### src/inc/fan_pkg.sv
package fan_pkg;
   // Clock and PWM timing
   localparam int unsigned CLK_HZ         = 250_000_000;
   localparam int unsigned PWM_FREQ_HZ    = 25_000;
   localparam int unsigned PWM_STEPS      = 100;
   localparam int unsigned PWM_PRE_CYCLES = CLK_HZ / (PWM_FREQ_HZ * PWM_STEPS);

   localparam logic [7:0] DUTY_MAX = 8'h64;

   // Register byte offsets
   localparam logic [7:0] OFS_CTRL     = 8'h00;
   localparam logic [7:0] OFS_RAMP     = 8'h04;
   localparam logic [7:0] OFS_AIRV_LUT = 8'h08;
   localparam logic [7:0] OFS_AIRV_RNG = 8'h0C;
   localparam logic [7:0] OFS_PERF_MIN = 8'h10;
   localparam logic [7:0] OFS_LEG_DIE  = 8'h14;
   localparam logic [7:0] OFS_DOM_CFG  = 8'h20;
   localparam logic [7:0] OFS_DOM_STAT = 8'h30;
   localparam logic [7:0] OFS_CTL_CFG  = 8'h40;
   localparam logic [7:0] OFS_DIMM_OFS = 8'h80;
   localparam logic [7:0] OFS_DIMM_EST = 8'hA0;

   // CTRL fields
   localparam int unsigned CTRL_PERF_BIT   = 0;
   localparam int unsigned CTRL_STATIC_BIT = 1;

   // Entry type encoding
   localparam logic ENTRY_STEPWISE = 1'b0;
   localparam logic ENTRY_CLAMP    = 1'b1;

   // Reset values
   localparam logic [31:0] RST_CTRL     = 32'h0000_0000;
   localparam logic [31:0] RST_RAMP     = 32'h0000_0001;
   localparam logic [31:0] RST_AIRV_LUT = 32'h4030_2010;
   localparam logic [31:0] RST_AIRV_RNG = 32'h0000_3820;
   localparam logic [31:0] RST_PERF_MIN = 32'h0000_0032;
   localparam logic [31:0] RST_DOM_CFG  = 32'h0064_3201;
   localparam logic [31:0] RST_CTL_CFG  = 32'h0000_0000;
   localparam logic [31:0] RST_DIMM_OFS = 32'h0000_0000;
endpackage

### src/design/pwm_gen.sv
`timescale 1ns/1ps
module pwm_gen #(
   parameter int unsigned N_OUT = 2,
   parameter int unsigned STEPS = fan_pkg::PWM_STEPS,
   parameter int unsigned PRE   = fan_pkg::PWM_PRE_CYCLES
) (
   input  wire logic               clk,
   input  wire logic               srst,
   input  wire logic [N_OUT*8-1:0] duty,
   output logic      [N_OUT-1:0]   pwm,
   output logic                    period_tick
);
   logic [15:0] pre_r;
   logic [15:0] pre_nxt;
   logic [7:0]  step_r;
   logic [7:0]  step_nxt;
   logic [N_OUT-1:0] pwm_r;
   logic [N_OUT-1:0] pwm_nxt;
   logic             tick_r;
   logic             tick_nxt;

   // One shared period counter serves every output
   always_comb begin
      pre_nxt  = pre_r + 16'h0001;
      step_nxt = step_r;
      tick_nxt = 1'b0;
      // Tick two cycles early so a ramped duty is in place when the period starts; needs PRE of 3 or more
      if (step_r == 8'(STEPS - 1) && pre_r == 16'(PRE - 3)) begin
         tick_nxt = 1'b1;
      end
      if (pre_r == 16'(PRE - 1)) begin
         pre_nxt  = 16'h0000;
         step_nxt = step_r + 8'h01;
         if (step_r == 8'(STEPS - 1)) begin
            step_nxt = 8'h00;
         end
      end
      for (int i = 0; i < N_OUT; i++) begin
         pwm_nxt[i] = step_nxt < duty[i*8 +: 8];
      end
   end

   always_ff @(posedge clk) begin
      if (srst) begin
         pre_r  <= 16'h0000;
         step_r <= 8'h00;
         pwm_r  <= '0;
         tick_r <= 1'b0;
      end else begin
         pre_r  <= pre_nxt;
         step_r <= step_nxt;
         pwm_r  <= pwm_nxt;
         tick_r <= tick_nxt;
      end
   end

   assign pwm         = pwm_r;
   assign period_tick = tick_r;
endmodule

### src/design/fan_domain_pwm_control.sv
// Our own choices: the placing of the registers and the Avalon-MM interface to the registers.
`timescale 1ns/1ps
module fan_domain_pwm_control #(
   parameter int unsigned N_DOM  = 2,
   parameter int unsigned N_CTL  = 4,
   parameter int unsigned N_DIMM = 2
) (
   input  wire logic                CLK,
   input  wire logic                SRST,
   input  wire logic [7:0]          AVS_ADDRESS,
   input  wire logic                AVS_READ,
   input  wire logic                AVS_WRITE,
   input  wire logic [31:0]         AVS_WRITEDATA,
   input  wire logic [3:0]          AVS_BYTEENABLE,
   output logic      [31:0]         AVS_READDATA,
   output logic                     AVS_WAITREQUEST,
   input  wire logic [7:0]          CPU_MARGIN,
   input  wire logic [7:0]          DIMM_MARGIN,
   input  wire logic [15:0]         BOARD_TEMP,
   input  wire logic [7:0]          DIE_THERMAL_READING,
   input  wire logic [N_DIMM*8-1:0] DIMM_SENSOR_READING,
   input  wire logic [N_DOM-1:0]    BOOST,
   output logic      [N_DOM-1:0]    PWM_OUT,
   output logic      [N_DIMM-1:0]   MC_OFS_WE,
   output logic      [N_DIMM*8-1:0] MC_OFS_DATA
);
   // Bus and configuration state
   logic        ack_r;
   logic        ack_nxt;
   logic [31:0] rdata_r;
   logic [31:0] rdata_nxt;
   logic [31:0] ctrl_r;
   logic [31:0] ctrl_nxt;
   logic [31:0] ramp_r;
   logic [31:0] ramp_nxt;
   logic [31:0] lut_r;
   logic [31:0] lut_nxt;
   logic [31:0] rng_r;
   logic [31:0] rng_nxt;
   logic [31:0] pmin_r;
   logic [31:0] pmin_nxt;
   logic [31:0] dcfg_r [N_DOM];
   logic [31:0] dcfg_nxt [N_DOM];
   logic [31:0] ccfg_r [N_CTL*2];
   logic [31:0] ccfg_nxt [N_CTL*2];
   logic [31:0] mofs_r [N_DIMM];
   logic [31:0] mofs_nxt [N_DIMM];

   // Engine state
   logic [7:0]  teff_r [N_CTL];
   logic [7:0]  teff_nxt [N_CTL];
   logic [7:0]  cur_r [N_DOM];
   logic [7:0]  cur_nxt [N_DOM];
   logic [15:0] rcnt_r [N_DOM];
   logic [15:0] rcnt_nxt [N_DOM];
   logic [7:0]  aofs_r [N_DIMM];
   logic [7:0]  aofs_nxt [N_DIMM];
   logic [N_DIMM-1:0] we_r;
   logic [N_DIMM-1:0] we_nxt;

   // Combinational results
   logic [7:0]  contrib [N_CTL];
   logic [7:0]  target [N_DOM];
   logic [7:0]  airv [N_DOM];
   logic [1:0]  vrange [N_DOM];
   logic [7:0]  est [N_DIMM];
   logic [N_DOM*8-1:0] duty_flat;
   logic        tick;
   logic        req;
   logic        wr_go;

   function automatic logic [31:0] merge(input logic [31:0] old, input logic [31:0] nw,
                                         input logic [3:0] be);
      logic [31:0] r;
      r = old;
      for (int b = 0; b < 4; b++) begin
         if (be[b]) begin
            r[b*8 +: 8] = nw[b*8 +: 8];
         end
      end
      return r;
   endfunction

   function automatic logic [7:0] sat(input logic [15:0] v);
      return (v > 16'(fan_pkg::DUTY_MAX)) ? fan_pkg::DUTY_MAX : v[7:0];
   endfunction

   // Source 0 is the processor margin, 1 the DIMM aggregate margin; legacy die reading is never a source
   function automatic logic [7:0] src_sel(input logic [1:0] s, input logic [7:0] cpu,
                                          input logic [7:0] dimm, input logic [15:0] brd);
      case (s)
         2'b00:   return cpu;
         2'b01:   return dimm;
         2'b10:   return brd[7:0];
         default: return brd[15:8];
      endcase
   endfunction

   assign req             = AVS_READ | AVS_WRITE;
   // One wait cycle per access; the access completes when ack_r is high
   assign AVS_WAITREQUEST = req & ~ack_r;
   assign wr_go           = AVS_WRITE & ack_r;
   assign AVS_READDATA    = rdata_r;
   assign MC_OFS_WE       = we_r;

   // Per-entry contribution
   generate
      for (genvar c = 0; c < N_CTL; c++) begin : g_ctl
         logic [31:0] c0;
         logic [31:0] c1;
         logic [7:0]  t;
         logic [7:0]  diff;
         assign c0 = ccfg_r[2*c];
         assign c1 = ccfg_r[2*c+1];
         assign t  = teff_r[c];
         // Stepwise rises with temperature above the knee; clamp rises as margin falls below it
         always_comb begin
            diff = 8'h00;
            if (c0[1] == fan_pkg::ENTRY_STEPWISE && t > c1[7:0]) begin
               diff = t - c1[7:0];
            end else if (c0[1] == fan_pkg::ENTRY_CLAMP && t < c1[7:0]) begin
               diff = c1[7:0] - t;
            end
            contrib[c] = sat(16'(c1[15:8]) + 16'(c1[23:16]) * 16'(diff));
         end
      end
   endgenerate

   // Domain combination, air velocity and range
   always_comb begin
      logic [7:0]  smax;
      logic [15:0] csum;
      logic [7:0]  cap;
      logic [7:0]  nom;
      smax = 8'h00;
      csum = 16'h0000;
      cap  = fan_pkg::DUTY_MAX;
      nom  = 8'h00;
      for (int d = 0; d < N_DOM; d++) begin
         smax = 8'h00;
         csum = 16'h0000;
         cap  = fan_pkg::DUTY_MAX;
         for (int c = 0; c < N_CTL; c++) begin
            // ccfg0: [0] en, [1] type, [2] max entry, [5:4] domain, [9:8] source, [23:16] hyst
            if (ccfg_r[2*c][0] && ccfg_r[2*c][5:4] == 2'(d)) begin
               if (ccfg_r[2*c][1] == fan_pkg::ENTRY_CLAMP) begin
                  csum = csum + 16'(contrib[c]);
               end else if (ccfg_r[2*c][2]) begin
                  cap = (contrib[c] < cap) ? contrib[c] : cap;
               end else if (contrib[c] > smax) begin
                  smax = contrib[c];
               end
            end
         end
         nom = (16'(smax) > csum) ? smax : sat(csum);
         nom = (nom > cap) ? cap : nom;
         if (dcfg_r[d][0]) begin
            nom = sat(16'(dcfg_r[d][15:8]));
         end
         if (ctrl_r[fan_pkg::CTRL_PERF_BIT] && nom < pmin_r[7:0]) begin
            nom = sat(16'(pmin_r[7:0]));
         end
         target[d] = nom;
         airv[d]   = lut_r[cur_r[d][7:5]*8 +: 8] ;
         if (airv[d] >= rng_r[15:8]) begin
            vrange[d] = 2'd2;
         end else if (airv[d] >= rng_r[7:0]) begin
            vrange[d] = 2'd1;
         end else begin
            vrange[d] = 2'd0;
         end
      end
   end

   // Bus access and configuration registers
   always_comb begin
      ack_nxt   = req & ~ack_r;
      rdata_nxt = rdata_r;
      ctrl_nxt  = ctrl_r;
      ramp_nxt  = ramp_r;
      lut_nxt   = lut_r;
      rng_nxt   = rng_r;
      pmin_nxt  = pmin_r;
      dcfg_nxt  = dcfg_r;
      ccfg_nxt  = ccfg_r;
      mofs_nxt  = mofs_r;
      if (wr_go) begin
         case (AVS_ADDRESS)
            fan_pkg::OFS_CTRL:     ctrl_nxt = merge(ctrl_r, AVS_WRITEDATA, AVS_BYTEENABLE);
            fan_pkg::OFS_RAMP:     ramp_nxt = merge(ramp_r, AVS_WRITEDATA, AVS_BYTEENABLE);
            fan_pkg::OFS_AIRV_LUT: lut_nxt  = merge(lut_r, AVS_WRITEDATA, AVS_BYTEENABLE);
            fan_pkg::OFS_AIRV_RNG: rng_nxt  = merge(rng_r, AVS_WRITEDATA, AVS_BYTEENABLE);
            fan_pkg::OFS_PERF_MIN: pmin_nxt = merge(pmin_r, AVS_WRITEDATA, AVS_BYTEENABLE);
            default: begin
            end
         endcase
         for (int d = 0; d < N_DOM; d++) begin
            if (AVS_ADDRESS == fan_pkg::OFS_DOM_CFG + 8'(4*d)) begin
               dcfg_nxt[d] = merge(dcfg_r[d], AVS_WRITEDATA, AVS_BYTEENABLE);
            end
         end
         for (int c = 0; c < N_CTL*2; c++) begin
            if (AVS_ADDRESS == fan_pkg::OFS_CTL_CFG + 8'(4*c)) begin
               ccfg_nxt[c] = merge(ccfg_r[c], AVS_WRITEDATA, AVS_BYTEENABLE);
            end
         end
         for (int k = 0; k < N_DIMM; k++) begin
            if (AVS_ADDRESS == fan_pkg::OFS_DIMM_OFS + 8'(4*k)) begin
               mofs_nxt[k] = merge(mofs_r[k], AVS_WRITEDATA, AVS_BYTEENABLE);
            end
         end
      end
      // Read data latched in the wait cycle, so it stands when waitrequest drops
      if (AVS_READ & ~ack_r) begin
         rdata_nxt = 32'h0000_0000;
         case (AVS_ADDRESS)
            fan_pkg::OFS_CTRL:     rdata_nxt = {30'h0000_0000, ctrl_r[1:0]};
            fan_pkg::OFS_RAMP:     rdata_nxt = {16'h0000, ramp_r[15:0]};
            fan_pkg::OFS_AIRV_LUT: rdata_nxt = lut_r;
            fan_pkg::OFS_AIRV_RNG: rdata_nxt = {16'h0000, rng_r[15:0]};
            fan_pkg::OFS_PERF_MIN: rdata_nxt = {24'h00_0000, pmin_r[7:0]};
            fan_pkg::OFS_LEG_DIE:  rdata_nxt = {24'h00_0000, DIE_THERMAL_READING};
            default: begin
            end
         endcase
         for (int d = 0; d < N_DOM; d++) begin
            if (AVS_ADDRESS == fan_pkg::OFS_DOM_CFG + 8'(4*d)) begin
               rdata_nxt = {8'h00, dcfg_r[d][23:8], 7'h00, dcfg_r[d][0]};
            end
            if (AVS_ADDRESS == fan_pkg::OFS_DOM_STAT + 8'(4*d)) begin
               rdata_nxt = {BOOST[d], 5'h00, vrange[d], airv[d], target[d], cur_r[d]};
            end
         end
         for (int c = 0; c < N_CTL*2; c++) begin
            if (AVS_ADDRESS == fan_pkg::OFS_CTL_CFG + 8'(4*c)) begin
               rdata_nxt = ccfg_r[c];
            end
         end
         for (int k = 0; k < N_DIMM; k++) begin
            if (AVS_ADDRESS == fan_pkg::OFS_DIMM_OFS + 8'(4*k)) begin
               rdata_nxt = mofs_r[k];
            end
            if (AVS_ADDRESS == fan_pkg::OFS_DIMM_EST + 8'(4*k)) begin
               rdata_nxt = {16'h0000, aofs_r[k], est[k]};
            end
         end
      end
   end

   always_ff @(posedge CLK) begin
      if (SRST) begin
         ack_r   <= 1'b0;
         rdata_r <= 32'h0000_0000;
         ctrl_r  <= fan_pkg::RST_CTRL;
         ramp_r  <= fan_pkg::RST_RAMP;
         lut_r   <= fan_pkg::RST_AIRV_LUT;
         rng_r   <= fan_pkg::RST_AIRV_RNG;
         pmin_r  <= fan_pkg::RST_PERF_MIN;
         for (int d = 0; d < N_DOM; d++) begin
            dcfg_r[d] <= fan_pkg::RST_DOM_CFG;
         end
         for (int c = 0; c < N_CTL*2; c++) begin
            ccfg_r[c] <= fan_pkg::RST_CTL_CFG;
         end
         for (int k = 0; k < N_DIMM; k++) begin
            mofs_r[k] <= fan_pkg::RST_DIMM_OFS;
         end
      end else begin
         ack_r   <= ack_nxt;
         rdata_r <= rdata_nxt;
         ctrl_r  <= ctrl_nxt;
         ramp_r  <= ramp_nxt;
         lut_r   <= lut_nxt;
         rng_r   <= rng_nxt;
         pmin_r  <= pmin_nxt;
         dcfg_r  <= dcfg_nxt;
         ccfg_r  <= ccfg_nxt;
         mofs_r  <= mofs_nxt;
      end
   end

   // Hysteresis, ramp and memory offset engine
   always_comb begin
      logic [7:0] t;
      logic [7:0] sel;
      logic [7:0] want;
      teff_nxt = teff_r;
      cur_nxt  = cur_r;
      rcnt_nxt = rcnt_r;
      aofs_nxt = aofs_r;
      we_nxt   = '0;
      t        = 8'h00;
      sel      = 8'h00;
      want     = 8'h00;
      for (int c = 0; c < N_CTL; c++) begin
         t = src_sel(ccfg_r[2*c][9:8], CPU_MARGIN, DIMM_MARGIN, BOARD_TEMP);
         // Reset leaves the hysteresis field zero, so the entry tracks every change
         if ((t > teff_r[c] && t - teff_r[c] > ccfg_r[2*c][23:16]) ||
             (t < teff_r[c] && teff_r[c] - t > ccfg_r[2*c][23:16])) begin
            teff_nxt[c] = t;
         end
      end
      for (int d = 0; d < N_DOM; d++) begin
         want = BOOST[d] ? sat(16'(dcfg_r[d][23:16])) : target[d];
         if (BOOST[d]) begin
            // Boost steps at once: cooling loss must not wait for the ramp
            cur_nxt[d]  = want;
            rcnt_nxt[d] = 16'h0000;
         end else if (tick && cur_r[d] != want) begin
            if (rcnt_r[d] + 16'h0001 >= ramp_r[15:0]) begin
               rcnt_nxt[d] = 16'h0000;
               cur_nxt[d]  = (cur_r[d] < want) ? cur_r[d] + 8'h01 : cur_r[d] - 8'h01;
            end else begin
               rcnt_nxt[d] = rcnt_r[d] + 16'h0001;
            end
         end
      end
      for (int k = 0; k < N_DIMM; k++) begin
         // DIMM k follows domain k mod N_DOM for its airflow
         case (vrange[k % N_DOM])
            2'd0:    sel = mofs_r[k][7:0];
            2'd1:    sel = mofs_r[k][15:8];
            default: sel = mofs_r[k][23:16];
         endcase
         if (ctrl_r[fan_pkg::CTRL_STATIC_BIT]) begin
            sel = mofs_r[k][31:24];
         end
         if (tick) begin
            // Running average smooths jumps at velocity range edges
            aofs_nxt[k] = 8'((9'(aofs_r[k]) + 9'(sel) + 9'd1) >> 1);
            we_nxt[k]   = 1'b1;
         end
      end
   end

   always_ff @(posedge CLK) begin
      if (SRST) begin
         we_r <= '0;
         for (int c = 0; c < N_CTL; c++) begin
            teff_r[c] <= 8'h00;
         end
         for (int d = 0; d < N_DOM; d++) begin
            cur_r[d]  <= 8'h00;
            rcnt_r[d] <= 16'h0000;
         end
         for (int k = 0; k < N_DIMM; k++) begin
            aofs_r[k] <= 8'h00;
         end
      end else begin
         we_r   <= we_nxt;
         teff_r <= teff_nxt;
         cur_r  <= cur_nxt;
         rcnt_r <= rcnt_nxt;
         aofs_r <= aofs_nxt;
      end
   end

   always_comb begin
      for (int k = 0; k < N_DIMM; k++) begin
         est[k]            = DIMM_SENSOR_READING[k*8 +: 8] + aofs_r[k];
         MC_OFS_DATA[k*8 +: 8] = aofs_r[k];
      end
      for (int d = 0; d < N_DOM; d++) begin
         duty_flat[d*8 +: 8] = cur_r[d];
      end
   end

   pwm_gen #(
      .N_OUT (N_DOM)
   ) u_pwm (
      .clk         (CLK),
      .srst        (SRST),
      .duty        (duty_flat),
      .pwm         (PWM_OUT),
      .period_tick (tick)
   );
endmodule

### config.mk
export PLATFORM = sky130hd
export DESIGN_NAME = fan_domain_pwm_control
export DESIGN_NICKNAME = d
export VERILOG_FILES = /design/src/inc/fan_pkg.sv /design/src/design/pwm_gen.sv /design/src/design/fan_domain_pwm_control.sv
export SDC_FILE = /design/constraint.sdc
export NUM_CORES = 2
export LEC_CHECK = 0
export ABC_CLOCK_PERIOD_IN_PS = 24800
export BUFFER_PORTS_ARGS = -buffer_cell sky130_fd_sc_hd__buf_2
export CORE_MARGIN = 4
export CORE_UTILIZATION = 35
export CTS_CLUSTER_SIZE = 8
export DETAILED_ROUTE_END_ITERATION = 6
export PLACE_DENSITY = 0.48
export SETUP_SLACK_MARGIN = 0.15
export SLEW_MARGIN = 20
export SYNTH_ARGS = -nofsm -noshare
export SYNTH_HDL_FRONTEND = slang
export SYNTH_SLANG_ARGS = --single-unit
### constraint.sdc
create_clock -name CLK -period 24.8 [get_ports CLK]
set_clock_uncertainty 0.15 [all_clocks]
set_input_delay 0 -clock CLK [delete_from_list [all_inputs] [get_ports CLK]]
set_output_delay 0 -clock CLK [all_outputs]
set_load 0.1 [all_outputs]
==> flow_summary.yaml <==
final_layout:
  layout.cells.non_filler: 9556
  stdcell_area_um2: 62700
  area_growth_pct: 12.9
  finalNetCount: 8431
  drive_gt1_share_pct: 7.70
sta:
  relSlewSlack_pct: 20.0
  hold_viol: 0
  min_period_ps: 23160
  slew_violations: 0
  fin_ws_ps: 1640
  setup_tns_ps: 0
  fmax_mhz: 43.2
  period_share_pct: 93.4
  finalSetupViolCount: 0
  rsz0062_at_grt: "no"
  tightest_slew_ps: 1200
synth:
  synth_edf_count: 0
  yosysSeqAreaShare_pct: 21.1
  synth_warnings: 0
  ys_ff_latch: 585
  synth_top_area_share_pct: 21.1
  synth_area_leaders: "dfxtp_1, ha_1, nand2_1, fa_1, a21oi_1"
  synth_top_area_cell: "dfxtp_1"
  synth_top_flop_cell: "dfxtp_1"
  yosysMostFrequentCell: "nand2_1"
  yosys-top-cells-count: "nand2_1, a21oi_1, ha_1"
  avgSynthCellArea_um2: 7.64
  synthCells: 7272
  async_flop_share_pct: 0
  ys_types: 113
  syn-cell-area_um2: 55500
die:
  start_util_pct: 35.4
  rows: 145
  die-area_um2: 165000
  ios: 159
  die_h_um: 406
  chipWidth_um: 406
  core-area_um2: 157000
worst_hold_path:
  hp-class: "in2reg"
drt:
  vias: 56100
  drt_iter0_markers: 6023
  post_drt_wl_per_cell_um: 27.0
  drc: 9
  drt_first_pass_iters: 7
  route.antenna.remaining_nets: 0
  routed_wl_mm: 258
  vias_per_cell: 5.87
critical_path:
  cp.arrival_ps: 23550
  crit_path_frequent_cell: "a21oi_1"
  required_ps: 25190
  setup.worst_path.class: "reg2reg"
  start_kind: "register"
  worst_setup_path_end_kind: "register"
  critical_path_peak_fanout: 12
  cp_slowest_stage_delay_ps: 500
  cp_slowest_cell: "a21oi_1"
place:
  portBuffers: 158
  dp.cells: 9309
  dp_hpwl_mm: 200
  dpl_cell_area_um2: 58700
  gp_congestion: 0.986
  dp_slack_ps: 1220
global_routing:
  antenna_found_initial: 16
  busiest_layer: "met2"
  grt_use_total_pct: 30.4
  grt_pass1_vias: 52800
  grt_pass1_wl_mm: 371
  grt_use_met2_pct: 47.2
  use_met3_pct: 5.30
  use_met1_pct: 41.0
  grt_max_degree: 167
  grt_overflow_total: 0
power:
  irDropWorstVdd_v: 0.0000623
  total_power_uw: 3430
  power_leakage_uw: 0.0266
  power_density_nw_per_um2: 54.7
cts:
  clock_latency_ps: 760
  root_buffer: "clkbuf_16"
  htreeDepth: 3
  cts_max_path_buffers: 3
  cts_tree: "yes"
  cts_buffers: 86
  clkTransAtPathRegs_ps: 50
  cts.sinks: 585
run_status:
  run_status: "complete, but fails checks"
  failed_checks: "DRC"
flow_run:
  cap_violations: 0
## metal layers
metal	vias to the layer above	share of wire [%]
met4	14	5.4
met1	27200	42
met5	-	0.040
met3	548	8.6
met2	2633	44
li1	25700	-
## what timing repair did
item	CTS	global route
setup buffers	0	1
gates resized for setup	0	22
hold endpoints to repair	504	0
hold buffers	132	0
endpoints found under the setup margin	0	14
## layout by cell type, fill, tap and decap left out, types with 69 or more instances in the layout
master	instances
nor2_1	446
o21ai_0	290
inv_1	606
dlygate4sd3_1	132
buf_4	108
nand2_1	1323
ha_1	649
nor2b_1	75
nand2b_1	69
a21oi_1	749
fa_1	204
a22oi_1	79
nor3_1	89
nand3_1	137
clkbuf_16	86
dfxtp_1	585
o21a_1	77
and2_1	177
buf_2	157
nand4_1	80
xnor2_1	114
a21o_1	175
## flip-flops by register name (all words and copies together) (netlist names)
signal and flops:
g_ctl.c0 128, g_ctl.c1 128, mofs_r 64, dcfg_r 34, AVS_READDATA 32, g_ctl.t 32, lut_r 32, rcnt_r 32
MC_OFS_DATA 16, cur_r 16, ramp_r 16, rng_r 16, u_pwm.pre_r 16, pmin_r 8, u_pwm.step_r 8, ctrl_r 2
u_pwm.pwm 2, MC_OFS_WE 1, ack_r 1, u_pwm.period_tick 1
## cell families after synthesis
| logic type | Yosys count | synth area share (%) |
|---|---|---|
| fa+ha+maj | 853 | 22.0 |
| compound gates | 1954 | 22.5 |
| other cells | 2 | 0.0135 |
| buf+inv | 938 | 6.44 |
| mux | 157 | 4.04 |
| xor+xnor | 179 | 2.82 |
| flops | 585 | 21.1 |
| simple gates | 2604 | 21.1 |
## critical path: cells and delay by family (launching register included)
kind | cells | cell delay [ps]
AO/OA/AOI/OAI | 49 | 11230
XOR/XNOR | 2 | 290
adder cells (fa/ha/maj) | 15 | 5250
flip-flops | 1 | 440
buffers and inverters | 6 | 750
multiplexers | 2 | 700
AND/OR/NAND/NOR | 25 | 4080
## power by group
part | switching, µW | internal, µW | leakage (µW) | total (µW)
clock network | 487 | 655 | 0.00120 | 1140
registers | 34.0 | 968 | 0.00473 | 1000
logic | 796 | 488 | 0.0207 | 1280
total | 1320 | 2110 | 0.0266 | 3430
## path summary, 6_finish.rpt
path,from,endpoint,slack [ps],depth (start not counted)
worst min-delay path,AVS_WRITEDATA[27],g_ctl[3].c0[27]$_SDFFE_PP0P_,60,4
worst max-delay path,g_ctl[0].c1[0]$_SDFFE_PP0P_,cur_r[15]$_SDFFE_PP0P_,1640,99
worst max register to register,g_ctl[0].c1[0]$_SDFFE_PP0P_,cur_r[15]$_SDFFE_PP0P_,1640,99
worst min register to register,g_ctl[0].c0[7]$_SDFFE_PP0P_,g_ctl[0].c0[7]$_SDFFE_PP0P_,300,2
## stage by stage
step                hold WS [ps]  utilization, %
detailed placement           173            37.4
CTS                         3.86            39.9
finish                      63.6            40.0
floorplan                  -14.0               -
global placement             165            37.4
global route                57.3            39.9
## area by class of cell
type	count	area (µm²)
fill	16300	94200
antenna	9	22.5
clock inverter	14	323
inverter	611	2290
tap	2058	2570
clock buffer	91	2170
multi-input combinational	5789	40700
timing repair buffer	399	2950
sequential	585	11700
(Power assumes the default switching activity.)
